**src/hw/ssr_cfg.svh**
```systemverilog
`ifndef SSR_CFG_SVH
`define SSR_CFG_SVH

// ==========================================
// register offsets (byte addresses)
`define SSR_A_SEL       8'h00
`define SSR_A_LIMIT     8'h04
`define SSR_A_GAIN      8'h08
`define SSR_A_RESTART   8'h0C
`define SSR_A_CMD       8'h10
`define SSR_A_STATUS    8'h14
`define SSR_A_IRQ_STAT  8'h18
`define SSR_A_IRQ_MASK  8'h1C

// ==========================================
// field positions
`define SSR_F_TSEL_LO   8
`define SSR_F_RSEL_LO   16
`define SSR_F_RATED_LO  16
`define SSR_F_KI_LO     16
`define SSR_F_DELAY_LO  16

// ==========================================
// reset values and ranges
`define SSR_RST_SEL     4'h0
`define SSR_RST_TSEL    5'h0C
`define SSR_RST_RSEL    5'h11
`define SSR_RST_LIMIT   8'h64
`define SSR_MIN_LIMIT   8'h50
`define SSR_MAX_LIMIT   8'hC8
`define SSR_RST_RATED   16'h0064
`define SSR_RST_KP      14'h0064
`define SSR_RST_KI      14'h03E8
`define SSR_MAX_GAIN    14'h270F
`define SSR_RST_COUNT   4'h0
`define SSR_MAX_COUNT   4'hA
`define SSR_RST_DELAY   10'h00A
`define SSR_MAX_DELAY   10'h258
`define SSR_MAX_OSEL    5'h14
`define SSR_OSEL_SEARCH 5'h0F
`define SSR_PERCENT     24'h00_0064

// ==========================================
// timing: one tick is 0.1 s
`define SSR_CLK_NS      32'h0000_0014
`define SSR_TICK_NS     32'h05F5_E100
`define SSR_TRIPFREE    10'h12C
`define SSR_FREQ_STEP   16'h0001

`endif

```
**src/hw/ssr_pkg.sv**
```systemverilog
package ssr_pkg;

  typedef enum logic [2:0] {
    SSR_IDLE   = 3'b000,
    SSR_RUN    = 3'b001,
    SSR_SEARCH = 3'b010,
    SSR_HOLD   = 3'b011,
    SSR_TRIP   = 3'b100,
    SSR_LOCK   = 3'b101
  } ssr_state_t;

  typedef logic [5:0] ssr_irq_t;

endpackage

```
**src/hw/ssr_timer.sv**
```systemverilog
`timescale 1ns/1ps
`default_nettype none

module ssr_timer #(
  parameter int TICK_CYC = 5000000,
  parameter int W        = 10
) (
  input  wire logic         clk,     // system clock
  input  wire logic         rst_n,   // async reset, low
  input  wire logic         start,   // load and run
  input  wire logic [W-1:0] load,    // ticks to wait
  input  wire logic         cancel,  // abandon the wait
  output logic              busy,    // wait in progress
  output logic              done     // one-cycle expiry pulse
);

  logic [31:0]  pre;
  logic [W-1:0] left;

  // refuse a tick or width that the counters cannot serve
  if (TICK_CYC < 1 || W < 1) begin : g_bad_param
    $error("ssr_timer: bad parameters");
  end

  always_ff @(posedge clk or negedge rst_n) begin
    if (!rst_n) begin
      pre  <= '0;
      left <= '0;
      busy <= 1'b0;
      done <= 1'b0;
    end else begin
      done <= 1'b0;
      if (cancel) begin
        busy <= 1'b0;
      end else if (start) begin
        busy <= 1'b1;
        left <= load;
        pre  <= '0;
      end else if (busy) begin
        if (left == '0) begin
          busy <= 1'b0;
          done <= 1'b1;
        end else if (pre == 32'(TICK_CYC - 1)) begin
          pre  <= '0;
          left <= left - 1'b1;
        end else begin
          pre <= pre + 32'h0000_0001;
        end
      end
    end
  end

endmodule

`default_nettype wire

```
**src/hw/ssr_core.sv**
```systemverilog
// Local design decisions: the APB slave port and the register addresses.
`include "ssr_cfg.svh"
`timescale 1ns/1ps
`default_nettype none

module ssr_core
  import ssr_pkg::*;
#(
  parameter int TICK_CYC = `SSR_TICK_NS / `SSR_CLK_NS
) (
  input  wire logic        pclk,                     // system clock
  input  wire logic        presetn,                  // async reset, low
  input  wire logic [7:0]  paddr,                    // apb address
  input  wire logic        psel,                     // apb select
  input  wire logic        penable,                  // apb enable
  input  wire logic        pwrite,                   // apb direction
  input  wire logic [31:0] pwdata,                   // apb write data
  output logic      [31:0] prdata,                   // apb read data
  output logic             pready,                   // apb ready
  output logic             pslverr,                  // apb error
  input  wire logic [15:0] output_current,           // measured output current
  input  wire logic [15:0] target_freq,              // commanded frequency
  input  wire logic [15:0] nominal_volt,             // voltage for the frequency
  input  wire logic        run_cmd,                  // run request level
  input  wire logic        power_on_start,           // pulse after power-on
  input  wire logic        power_lost,               // input power missing
  input  wire logic        trip_fault,               // protective trip pulse
  input  wire logic        emergency_stop_input,     // emergency stop level
  input  wire logic        fault_reset_input,        // terminal reset pulse
  input  wire logic        keypad_reset,             // stop/reset key pulse
  output logic      [15:0] out_freq,                 // output frequency
  output logic      [15:0] out_volt,                 // output voltage
  output logic             output_hold,              // output frozen or off
  output logic             undervoltage_trip,        // low voltage trip
  output logic             search_active,            // search in progress
  output logic             transistor_status_output, // transistor output
  output logic             relay_status_output,      // relay output
  output logic             irq                       // interrupt level
);

  // ==========================================
  // configuration and state
  logic [3:0]  search_trigger_select;
  logic [4:0]  transistor_output_select;
  logic [4:0]  relay_output_select;
  logic [7:0]  search_current_limit;
  logic [15:0] motor_rated_current;
  logic [13:0] search_prop_gain;
  logic [13:0] search_integral_gain;
  logic [3:0]  restart_attempt_count;
  logic [9:0]  restart_delay_time;
  logic [3:0]  remaining;
  logic        auto_off;
  logic [15:0] saved_freq;
  logic        resume_hold;
  logic [31:0] integ;
  ssr_irq_t    irq_stat;
  ssr_irq_t    irq_mask;
  ssr_state_t  state;
  ssr_state_t  next_state;

  function automatic logic [15:0] clamp(input logic [15:0] v, input logic [15:0] lo,
                                        input logic [15:0] hi);
    clamp = (v < lo) ? lo : ((v > hi) ? hi : v);
  endfunction

  function automatic logic flags_search(input logic [4:0] osel);
    flags_search = (osel == `SSR_OSEL_SEARCH);
  endfunction

  // ==========================================
  // apb decode
  wire wr_en    = psel && penable && pready && pwrite;
  wire rd_en    = psel && penable && pready && !pwrite;
  wire a_sel    = (paddr == `SSR_A_SEL);
  wire a_limit  = (paddr == `SSR_A_LIMIT);
  wire a_gain   = (paddr == `SSR_A_GAIN);
  wire a_rst    = (paddr == `SSR_A_RESTART);
  wire a_cmd    = (paddr == `SSR_A_CMD);
  wire a_stat   = (paddr == `SSR_A_STATUS);
  wire a_istat  = (paddr == `SSR_A_IRQ_STAT);
  wire a_imask  = (paddr == `SSR_A_IRQ_MASK);
  wire mapped   = a_sel | a_limit | a_gain | a_rst | a_cmd | a_stat | a_istat | a_imask;
  wire fault_rst = fault_reset_input || keypad_reset || (wr_en && a_cmd && pwdata[0]);

  wire [31:0] rd_mux =
    a_sel   ? {11'h000, relay_output_select, 3'h0, transistor_output_select,
               4'h0, search_trigger_select} :
    a_limit ? {motor_rated_current, 8'h00, search_current_limit} :
    a_gain  ? {2'h0, search_integral_gain, 2'h0, search_prop_gain} :
    a_rst   ? {6'h00, restart_delay_time, 12'h000, restart_attempt_count} :
    a_stat  ? {21'h00_0000, undervoltage_trip, search_active, auto_off,
               remaining, 1'b0, state} :
    a_istat ? {26'h000_0000, irq_stat} :
    a_imask ? {26'h000_0000, irq_mask} : 32'h0000_0000;

  always_ff @(posedge pclk or negedge presetn) begin
    if (!presetn) begin
      pready  <= 1'b0;
      pslverr <= 1'b0;
      prdata  <= 32'h0000_0000;
    end else begin
      pready  <= psel && !penable;
      pslverr <= psel && !penable && !mapped;
      prdata  <= (psel && !penable) ? rd_mux : 32'h0000_0000;
    end
  end

  // writes clamp to the legal range
  always_ff @(posedge pclk or negedge presetn) begin
    if (!presetn) begin
      search_trigger_select    <= `SSR_RST_SEL;
      transistor_output_select <= `SSR_RST_TSEL;
      relay_output_select      <= `SSR_RST_RSEL;
      search_current_limit     <= `SSR_RST_LIMIT;
      motor_rated_current      <= `SSR_RST_RATED;
      search_prop_gain         <= `SSR_RST_KP;
      search_integral_gain     <= `SSR_RST_KI;
      restart_attempt_count    <= `SSR_RST_COUNT;
      restart_delay_time       <= `SSR_RST_DELAY;
      irq_mask                 <= '0;
    end else if (wr_en) begin
      if (a_sel) begin
        search_trigger_select    <= pwdata[3:0];
        transistor_output_select <= 5'(clamp({11'h000, pwdata[`SSR_F_TSEL_LO +: 5]},
                                             16'h0000, {11'h000, `SSR_MAX_OSEL}));
        relay_output_select      <= 5'(clamp({11'h000, pwdata[`SSR_F_RSEL_LO +: 5]},
                                             16'h0000, {11'h000, `SSR_MAX_OSEL}));
      end
      if (a_limit) begin
        search_current_limit <= 8'(clamp({8'h00, pwdata[7:0]}, {8'h00, `SSR_MIN_LIMIT},
                                         {8'h00, `SSR_MAX_LIMIT}));
        motor_rated_current  <= pwdata[`SSR_F_RATED_LO +: 16];
      end
      if (a_gain) begin
        search_prop_gain     <= 14'(clamp({2'h0, pwdata[13:0]}, 16'h0000,
                                          {2'h0, `SSR_MAX_GAIN}));
        search_integral_gain <= 14'(clamp({2'h0, pwdata[`SSR_F_KI_LO +: 14]}, 16'h0000,
                                          {2'h0, `SSR_MAX_GAIN}));
      end
      if (a_rst) begin
        restart_attempt_count <= 4'(clamp({12'h000, pwdata[3:0]}, 16'h0000,
                                          {12'h000, `SSR_MAX_COUNT}));
        restart_delay_time    <= 10'(clamp({6'h00, pwdata[`SSR_F_DELAY_LO +: 10]},
                                           16'h0000, {6'h00, `SSR_MAX_DELAY}));
      end
      if (a_imask) irq_mask <= pwdata[5:0];
    end
  end

  // ==========================================
  // search current loop
  wire [23:0] cur_lim  = (motor_rated_current * search_current_limit) / `SSR_PERCENT;
  wire        over_lim = {8'h00, output_current} > cur_lim;
  wire [23:0] err_pos  = over_lim ? 24'h00_0000 : (cur_lim - {8'h00, output_current});
  wire [37:0] prod_p   = err_pos * search_prop_gain;
  wire [37:0] prod_i   = err_pos * search_integral_gain;
  wire [15:0] step_p   = (|prod_p[37:26]) ? 16'hFFFF : prod_p[25:10];
  wire [16:0] step_sum = {1'b0, step_p} + {1'b0, integ[31:16]} + 17'h0_0001;
  wire [17:0] volt_sum = {2'b00, out_volt} + {1'b0, step_sum};
  wire [15:0] volt_up  = (volt_sum >= {2'b00, nominal_volt}) ? nominal_volt : volt_sum[15:0];
  wire [15:0] freq_dn  = (out_freq > `SSR_FREQ_STEP) ? out_freq - `SSR_FREQ_STEP : 16'h0000;
  wire        at_nom   = out_volt >= nominal_volt;
  wire [15:0] run_goal = resume_hold ? saved_freq : target_freq;

  // ==========================================
  // restart timers
  wire delay_done, delay_busy, free_done, free_busy;
  wire can_retry   = (remaining != 4'h0) && !auto_off;
  wire trip_now    = trip_fault && (state == SSR_RUN || state == SSR_SEARCH);
  wire auto_go     = (state == SSR_TRIP) && delay_done && can_retry && !fault_rst;
  wire quiet       = !power_lost && !emergency_stop_input && !trip_fault;

  ssr_timer #(.TICK_CYC(TICK_CYC), .W(10)) u_delay (
    .clk    (pclk),
    .rst_n  (presetn),
    .start  (trip_now && can_retry),
    .load   (restart_delay_time),
    .cancel (fault_rst || state == SSR_LOCK || state == SSR_HOLD),
    .busy   (delay_busy),
    .done   (delay_done)
  );

  ssr_timer #(.TICK_CYC(TICK_CYC), .W(10)) u_free (
    .clk    (pclk),
    .rst_n  (presetn),
    .start  (auto_go),
    .load   (`SSR_TRIPFREE),
    .cancel (trip_now || !quiet),
    .busy   (free_busy),
    .done   (free_done)
  );

  // ==========================================
  // sequencer
  always_comb begin
    next_state = state;
    case (state)
      SSR_IDLE: begin
        if (run_cmd) next_state = ((power_on_start && search_trigger_select[3]) ||
                                   search_trigger_select[0]) ? SSR_SEARCH : SSR_RUN;
      end
      SSR_RUN: begin
        if (!run_cmd) next_state = SSR_IDLE;
      end
      SSR_SEARCH: begin
        if (at_nom) next_state = SSR_RUN;
      end
      SSR_HOLD: begin
        if (!power_lost) next_state = search_trigger_select[2] ? SSR_SEARCH : SSR_IDLE;
      end
      SSR_TRIP: begin
        if (fault_rst) next_state = !run_cmd ? SSR_IDLE :
                                    (search_trigger_select[1] ? SSR_SEARCH : SSR_RUN);
        else if (auto_go) next_state = SSR_SEARCH;
      end
      SSR_LOCK: begin
        if (fault_rst && !emergency_stop_input) next_state = SSR_IDLE;
      end
      default: next_state = SSR_IDLE;
    endcase
    if (state != SSR_LOCK) begin
      if (emergency_stop_input) next_state = SSR_LOCK;
      else if (power_lost) next_state = SSR_HOLD;
      else if (trip_now) next_state = SSR_TRIP;
    end
  end

  wire enter_search = (next_state == SSR_SEARCH) && (state != SSR_SEARCH);

  always_ff @(posedge pclk or negedge presetn) begin
    if (!presetn) begin
      state       <= SSR_IDLE;
      out_freq    <= 16'h0000;
      out_volt    <= 16'h0000;
      integ       <= 32'h0000_0000;
      saved_freq  <= 16'h0000;
      resume_hold <= 1'b0;
    end else begin
      state <= next_state;
      if (enter_search) begin
        out_freq    <= (state == SSR_IDLE) ? target_freq : saved_freq;
        out_volt    <= 16'h0000;
        integ       <= 32'h0000_0000;
        resume_hold <= (state != SSR_IDLE);
      end else if (next_state == SSR_SEARCH) begin
        if (over_lim) begin
          out_freq <= freq_dn;
        end else begin
          out_volt <= volt_up;
          integ    <= integ + {10'h000, prod_i[37:16]};
        end
      end else if (next_state == SSR_RUN) begin
        out_volt <= nominal_volt;
        if (out_freq < run_goal) out_freq <= out_freq + `SSR_FREQ_STEP;
        else if (out_freq > run_goal) out_freq <= freq_dn;
        else resume_hold <= 1'b0;
      end else if (next_state == SSR_IDLE || next_state == SSR_LOCK) begin
        out_freq <= 16'h0000;
        out_volt <= 16'h0000;
      end
      if (state == SSR_RUN && !resume_hold) saved_freq <= out_freq;
    end
  end

  // ==========================================
  // attempt counter
  always_ff @(posedge pclk or negedge presetn) begin
    if (!presetn) begin
      remaining <= `SSR_RST_COUNT;
      auto_off  <= 1'b0;
    end else begin
      if (fault_rst || free_done) remaining <= restart_attempt_count;
      else if (auto_go) remaining <= remaining - 4'h1;
      // a trip with no attempts left wins over a reload in the same cycle
      if (trip_now && !can_retry) auto_off <= 1'b1;
      else if (fault_rst || free_done) auto_off <= 1'b0;
    end
  end

  // ==========================================
  // status outputs and interrupts
  wire       in_search = (next_state == SSR_SEARCH);
  wire [5:0] irq_set   = {auto_go, trip_now && !can_retry, power_lost && !undervoltage_trip,
                          trip_now, in_search && state == SSR_SEARCH && !in_search,
                          enter_search};
  // clear only what the read returned; later events survive
  wire [5:0] next_stat = (rd_en && a_istat) ? (irq_set | (irq_stat & ~prdata[5:0])) :
                         (irq_stat | irq_set);

  always_ff @(posedge pclk or negedge presetn) begin
    if (!presetn) begin
      output_hold              <= 1'b0;
      undervoltage_trip        <= 1'b0;
      search_active            <= 1'b0;
      transistor_status_output <= 1'b0;
      relay_status_output      <= 1'b0;
      irq_stat                 <= '0;
      irq                      <= 1'b0;
    end else begin
      output_hold              <= (next_state == SSR_HOLD) || (next_state == SSR_TRIP) ||
                                  (next_state == SSR_LOCK);
      undervoltage_trip        <= (next_state == SSR_HOLD);
      search_active            <= in_search;
      transistor_status_output <= flags_search(transistor_output_select) && in_search;
      relay_status_output      <= flags_search(relay_output_select) && in_search;
      irq_stat                 <= next_stat;
      irq                      <= |(next_stat & irq_mask);
    end
  end
endmodule

`default_nettype wire

```
**config.mk**
```make
export PLATFORM = sky130hd
export DESIGN_NAME = ssr_core
export DESIGN_NICKNAME = d
export VERILOG_FILES = /design/src/hw/ssr_pkg.sv /design/src/hw/ssr_timer.sv /design/src/hw/ssr_core.sv
export VERILOG_INCLUDE_DIRS = /design/src /design/src/hw
export SDC_FILE = /design/constraint.sdc
export NUM_CORES = 2
export LEC_CHECK = 0
export ABC_AREA = 1
export BUFFER_PORTS_ARGS = -buffer_cell sky130_fd_sc_hd__buf_2
export CAP_MARGIN = 20
export CORE_AREA = 2 2 347 349
export DETAILED_ROUTE_END_ITERATION = 10
export DIE_AREA = 0 0 349 351
export HOLD_SLACK_MARGIN = 0.08
export PLACE_DENSITY_LB_ADDON = 0.12
export SYNTH_ARGS = -nofsm -noshare
export SYNTH_HDL_FRONTEND = slang
export SYNTH_HIERARCHICAL = 1
export SYNTH_SLANG_ARGS = --single-unit
```
**constraint.sdc**
```tcl
create_clock -name pclk -period 24.1 [get_ports pclk]
set_clock_uncertainty 0.1 [all_clocks]
set_input_delay 2.41 -clock pclk [delete_from_list [all_inputs] [get_ports pclk]]
set_output_delay 2.41 -clock pclk [all_outputs]
set_load 0.01 [all_outputs]
```
Yosys cells after proc, flatten, opt, wreduce, memory -nomap -nowiden
Cells that the tools add are included.
- flip-flop bits (word level): 309
- bits in latches: 0
- bits in writable memories: 0
- ROM bits: 0
- input bits: 100
- output and inout port bits: 72
- memories kept: 0
- add/sub/neg operators: 12
- multiply operators: 3
- divide/modulo/power cells: 1
- $lt $le $gt $ge: 14
- equality and inequality tests: 32
- shifts and indexed selects: 0
- muxes and demuxes: 94
- bitwise logic cells: 14
- reduce and logical (&&, ||, !) cells: 82
- operators by type and width (operator ; number):
    $mux W32 ; 14
    $mux W16 ; 16
    $mux W10 ; 9
    $mul A24 B14 Y38 ; 2
    $add A32 B1 Y32 const B ; 2
    $eq A32 B23 Y1 const B ; 2
    $mux W3 ; 11
    $add A32 B22 Y32 ; 1
    $eq A8 B5 Y1 const B ; 4
    $mux W30 ; 1
    $gt A14 B14 Y1 const B ; 2
    $mux W14 ; 2
    $logic_and A1 B1 Y1 ; 27
    $mux W26 ; 1
    $div A24 B7 Y24 const B ; 1
    $gt A16 B24 Y1 ; 1
    $mul A16 B8 Y24 ; 1
    $mux W24 ; 1
    $sub A24 B16 Y24 ; 1
    $mux W1 ; 23
    $logic_not A10 Y1 ; 2
    $sub A10 B1 Y10 const B ; 2
    $add A16 B17 Y18 ; 1
    $ge A18 B16 Y1 ; 1
    other kinds (49) ; 124

Depth between registers and ports, before layout
- word-level depth: 22
- depth in mapped cells: 203
- depth with buffers taken out: 197

Hierarchy
The synthesis kept the hierarchy.
- by module, submodules not included (module ; instances ; cells each ; area each (um^2)):
    ssr_core ; 1 ; 5253 ; 40856.7
    ssr_timer (u_free) ; 1 ; 505 ; 3155.5
    ssr_timer (u_delay) ; 1 ; 503 ; 3125.5

Least setup slack after synthesis
No wires, ideal clock.
- kind: register -> register
- from: reg search_current_limit[6]
- to: reg out_volt[4]
- setup time: 0.133 ns
- arrival time: 25.897 ns
- required time: 23.867 ns
- setup slack: -2.029 ns
- stages on the path, launching flop included: 184
- buffers on the path: 7
- cells stage by stage: dfstp_2 -> clkbuf_1 -> clkbuf_1 -> nand2_1 -> fa_1 -> fa_1 -> inv_1 -> fa_1 -> inv_1 -> fa_1 -> inv_1 -> ha_1 -> nand2_1 -> inv_1 -> nand2_1 -> nand2_1 -> nand2_1 -> nand3_2 -> [148 not listed] -> o21ai_0 -> a21oi_1 -> o21bai_1 -> a21oi_1 -> o21bai_1 -> xor2_1 -> ha_1 -> nand2_1 -> nor2_1 -> a211oi_1 -> a21oi_1 -> a2111oi_0 -> nand3_1 -> inv_1 -> clkbuf_1 -> nand2_1 -> a32oi_1 -> a21oi_1
- cells in the longest elaborated chain, start to end: 15
- RTL lines (element ; RTL line ; source):
    from (decl) ; ssr_core.sv:46 ; logic [7:0] search_current_limit;
    from (signal assigned) ; ssr_core.sv:115 ; search_current_limit <= `SSR_RST_LIMIT;
    from (signal assigned) ; ssr_core.sv:131 ; search_current_limit <= 8'(clamp({8'h00, pwdata[7:0]}, {8'h00, `SSR_MIN_LIMIT},
    $mul A16 B8 Y24 * ; ssr_core.sv:153 ; wire [23:0] cur_lim = (motor_rated_current * search_current_limit) / `SSR_PERCENT;
    $div A24 B7 Y24 (no line) * ; - ;
    $sub A24 B16 Y24 or $gt A16 B24 Y1 (tied branches) ; ssr_core.sv:155, ssr_core.sv:154 ;
    $mux W24 ; ssr_core.sv:155 ; wire [23:0] err_pos = over_lim ? 24'h00_0000 : (cur_lim - {8'h00, output_current});
    $mul A24 B14 Y38 ; ssr_core.sv:156 ; wire [37:0] prod_p = err_pos * search_prop_gain;
    $reduce_or A12 Y1 ; ssr_core.sv:158 ; wire [15:0] step_p = (|prod_p[37:26]) ? 16'hFFFF : prod_p[25:10];
    $mux W16 ; ssr_core.sv:158 ;
    $add A16 B16 Y17 ; ssr_core.sv:159 ; wire [16:0] step_sum = {1'b0, step_p} + {1'b0, integ[31:16]} + 17'h0_0001;
    $add A17 B1 Y17 ; ssr_core.sv:159 ;
    $add A16 B17 Y18 ; ssr_core.sv:160 ; wire [17:0] volt_sum = {2'b00, out_volt} + {1'b0, step_sum};
    $ge A18 B16 Y1 ; ssr_core.sv:161 ; wire [15:0] volt_up = (volt_sum >= {2'b00, nominal_volt}) ? nominal_volt : volt_sum[15:0];
    $mux W16 ; ssr_core.sv:161 ;
    $mux W16 ; ssr_core.sv:247 ; if (over_lim) begin
    $mux W16 ; ssr_core.sv:246 ; end else if (next_state == SSR_SEARCH) begin
    $mux W16 ; ssr_core.sv:241 ; if (enter_search) begin
    to (signal assigned) ; ssr_core.sv:250 ; out_volt <= volt_up;
    to (signal assigned) ; ssr_core.sv:254 ; out_volt <= nominal_volt;
    to (decl) ; ssr_core.sv:32 ; output logic [15:0] out_volt,
Mark *: on every way between the ends. The rest lies on a longest branch, timed or not. The select of a mux whose other input is x is not followed.
A chain may end at the register's enable or synchronous reset.

Worst setup path after layout
- from: reg search_current_limit[6]
- to: reg out_volt[3]
The elaborated chain is that of the path after synthesis.

==> flow_summary.json <==
{
  "status": "finished, violations left",
  "violations": "negative setup slack",
  "min_delay_path_depth": 1,
  "ys_ff_latch": 307,
  "synth_edf_count": 0,
  "grt_setup_unrepaired": "yes",
  "setup_viol": 16,
  "globalplace.congestion": 0.939,
  "swShare_pct": 43.6,
  "arrival_ps": 26160,
  "switchingPower_mw": 1.40,
  "whs_endpoint": "transistor_status_output",
  "cp-end-kind": "flip-flop",
  "p_comb_share_pct": 60.2,
  "grt_pass1_vias": 43000,
  "pre_cts_slack_ps": -2480,
  "hp-class": "flip-flop to flip-flop",
  "fin_ws_ps": -1680,
  "cts_buffers": 38,
  "drtIter0Drc": 2794,
  "syn_to_final_growth_pct": 24.2,
  "min-delay-start": "transistor_output_select[4]",
  "cts_buffer_depth": 3,
  "p_leak_nw": 32.1,
  "dr.pass1.iters": 5,
  "grt_max_degree": 166,
  "wl_mm": 154,
  "netlist_top_cells_area": "fa_1, dfrtp_1, nand2_1, inv_1, ha_1",
  "synth-main-ff-cell": "dfrtp_1",
  "whs_ps": 350,
  "globalRouteTotalUtil_pct": 25.3,
  "critPathMostFrequentCell": "buf_4",
  "finalSetupTns_ps": -25780,
  "r2r_start": "search_current_limit[6]",
  "final_antenna_net_count": 0,
  "cts_tree": "done",
  "crit_buf_inv": 59,
  "path_depth": 169,
  "ioPinCount": 172,
  "syn_inst": 6261,
  "timing.rr.end": "out_volt[3]",
  "core_um2": 119000,
  "final_util_pct": 49.2,
  "postCtsHoldBufs": 0,
  "drc": 0,
  "max-cap-violations": 0,
  "die-area_um2": 122000,
  "powerDensity_nw_per_um2": 54.7,
  "die_y_um": 351,
  "cts-htree-levels": 2,
  "seq_area_frac_synth_pct": 16.4,
  "fmax_mhz": 38.8,
  "yosys.cell_types.count": 70,
  "via_per_inst": 5.01,
  "clockRootBuffer": "clkbuf_16",
  "peakVddDrop_uv": 83.0,
  "nets": 8093,
  "cts_num_sinks": 307,
  "final_max_slew_viol_count": 0,
  "cp_data_required_time_ps": 24480,
  "initial_core_util_pct": 39.6,
  "vias": 43100,
  "portBuffers": 167,
  "hold_violations": 0,
  "syn_area_per_cell_um2": 7.53,
  "reg2regPathDepth": 169,
  "internal_power_mw": 1.81,
  "crit_fanout": 8,
  "overflow": 0,
  "rows": 127,
  "clkTransAtPathRegs_ps": 60,
  "start_kind": "flip-flop",
  "layout-drive-gt1-share_pct": 21.3,
  "power.clock.fraction_pct": 18.9,
  "p_seq_share_pct": 20.9,
  "grt_first_pass_wirelength_mm": 242,
  "fin_crit_sh_pct": 107,
  "slew-limit-headroom_pct": 27.1,
  "clk_latency_ps": 580,
  "yosys_warnings": 6,
  "dp.final_hpwl_mm": 125,
  "synthArstFlopShare_pct": 100,
  "wire_per_inst_um": 18.0,
  "placed_cells": 8371,
  "chipWidth_um": 349,
  "reg2reg_slack_ps": -1680,
  "syn-cell-area_um2": 47100,
  "antenna_found_initial": 13,
  "tightest_slew_ps": 1090,
  "fin_crit_ps": 25780,
  "final_cells": 8598,
  "cpPeakStageDelay_ps": 610,
  "worstSetupPathType": "flip-flop to flip-flop",
  "synth_top_area_cell": "fa_1",
  "slowest_stage": "dfstp_2",
  "synth_top_area_share_pct": 26.4,
  "crit_family": "adder cells"
}
[cell type report]
type	count	area, um2
Antenna cell	6	15.0
Clock buffer	54	1120
Clock inverter	14	169
Fill cell	11800	60500
Inverter	1284	4890
Multi-Input combinational cell	4559	36500
Sequential cell	307	7710
Tap cell	1548	1940
Timing Repair Buffer	826	6250
[synthesized netlist by cell type, types with 13 or more instances]
| master | n |
|---|---|
| xnor2_1 | 43 |
| o31ai_1 | 20 |
| nor3_1 | 34 |
| inv_1 | 1239 |
| xor2_1 | 106 |
| nand4_1 | 99 |
| o22ai_1 | 30 |
| buf_1 | 15 |
| clkinv_1 | 21 |
| ha_1 | 355 |
| nand2_2 | 71 |
| inv_2 | 22 |
| o21ai_0 | 245 |
| o211ai_1 | 42 |
| nand3_1 | 201 |
| dfstp_2 | 21 |
| a211oi_1 | 19 |
| o21bai_1 | 28 |
| nand3_2 | 13 |
| fa_1 | 622 |
| nor2_1 | 631 |
| nand2_4 | 32 |
| dfrtp_1 | 286 |
| a21oi_1 | 201 |
| a31oi_1 | 38 |
| o21ai_1 | 18 |
| clkbuf_1 | 174 |
| nand2_1 | 1457 |
[repair_timing]
action / CTS / global route
endpoints found under the setup margin: 17 / 33
pin swaps: 139 / 172
gates cloned: 2 / 0
setup buffers: 98 / 52
gates resized for setup: 175 / 307
[worst max path at each step]
stage / startpoint / endpoint / slack, ps
CTS: search_current_limit[2] / out_volt[0] / -1250
global route: search_current_limit[2] / out_volt[7] / -3430
floorplan: search_current_limit[2] / out_volt[14] / -150
global placement: search_current_limit[2] / out_volt[3] / -2270
detailed placement: search_current_limit[2] / out_volt[3] / -2480
finish: search_current_limit[6] / out_volt[3] / -1680
[sequential cells by signal (all words and copies together), names as in the netlist, 3 cells and up]
name and flops:
u_free/left 10, irq_stat 6, remaining 4, integ 32, search_prop_gain 14, prdata 30, saved_freq 16, relay_output_select 5
u_delay/pre 32, motor_rated_current 16, search_trigger_select 4, out_freq 16, transistor_output_select 5, search_current_limit 8, restart_attempt_count 4, u_delay/left 10
out_volt 16, state 3, restart_delay_time 10, irq_mask 6, search_integral_gain 14, u_free/pre 32
[power groups by stage]
| stage | sequential [mW] | clock [mW] | combinational (mW) |
|---|---|---|---|
| 4_1_cts | 0.670 | 0.619 | 1.78 |
| 3_3_place_gp | 0.678 | 0 | 1.62 |
| 2_1_floorplan | 0.652 | 0 | 1.05 |
| 3_5_place_dp | 0.679 | 0 | 1.64 |
| 5_1_grt | 0.680 | 0.639 | 2.16 |
| 6_report | 0.670 | 0.606 | 1.93 |
[metrics by stage]
step / total power, mW / instance area (um2)
2_1_floorplan: 1.71 / 48300
3_3_place_gp: 2.30 / 54100
3_5_place_dp: 2.32 / 54100
4_1_cts: 3.07 / 56800
5_1_grt: 3.48 / 58500
6_report: 3.21 / 58600
[per-layer routing]
layer	vias up	wire length, um	global-route usage, %	part of all wire [%]
li1	20700	-	-	-
met1	21100	70500	35.9	46
met2	1042	70700	41.0	46
met3	164	9900	3.77	6.4
met4	14	3320	5.11	2.1
met5	-	94	0	0.061
[worst reg2reg max path: cells and delay by family (launching register included)]
kind	cells	cell delay [ps]
DFF	1	610
xor gates and xnor gates	3	770
adders and majority gates	17	6930
and+or+nand+nor	49	4830
AOI/OAI and AO/OA	41	5840
buffers and inverters	59	6600
[placed cells by master, fill, tap and decap left out, drive strengths merged, types with 54 or more instances in the layout]
cell type	synthesis	routed
dfrtp	286	286
o21ai	264	264
conb	2	96
ha	355	355
fa	622	622
inv	1262	1264
nor2	650	650
a21oi	210	210
nand3	216	216
xor2	106	106
clkbuf	174	54
nand2	1560	1560
nand4	112	112
buf	31	826
[cell families (layout without fill, tap and decap cells)]
group / after synthesis / in the layout / share of synthesized area [%]
simple gates: 2601 / 2601 / 23.6
buf+inv: 1489 / 2178 / 12.0
fa+ha+maj: 977 / 977 / 35.8
compound gates: 735 / 735 / 9.35
flops: 307 / 307 / 16.4
xor+xnor: 149 / 149 / 2.77
other cells: 2 / 102 / 0.0159
mux: 1 / 1 / 0.0239
(Power assumes the default switching activity.)
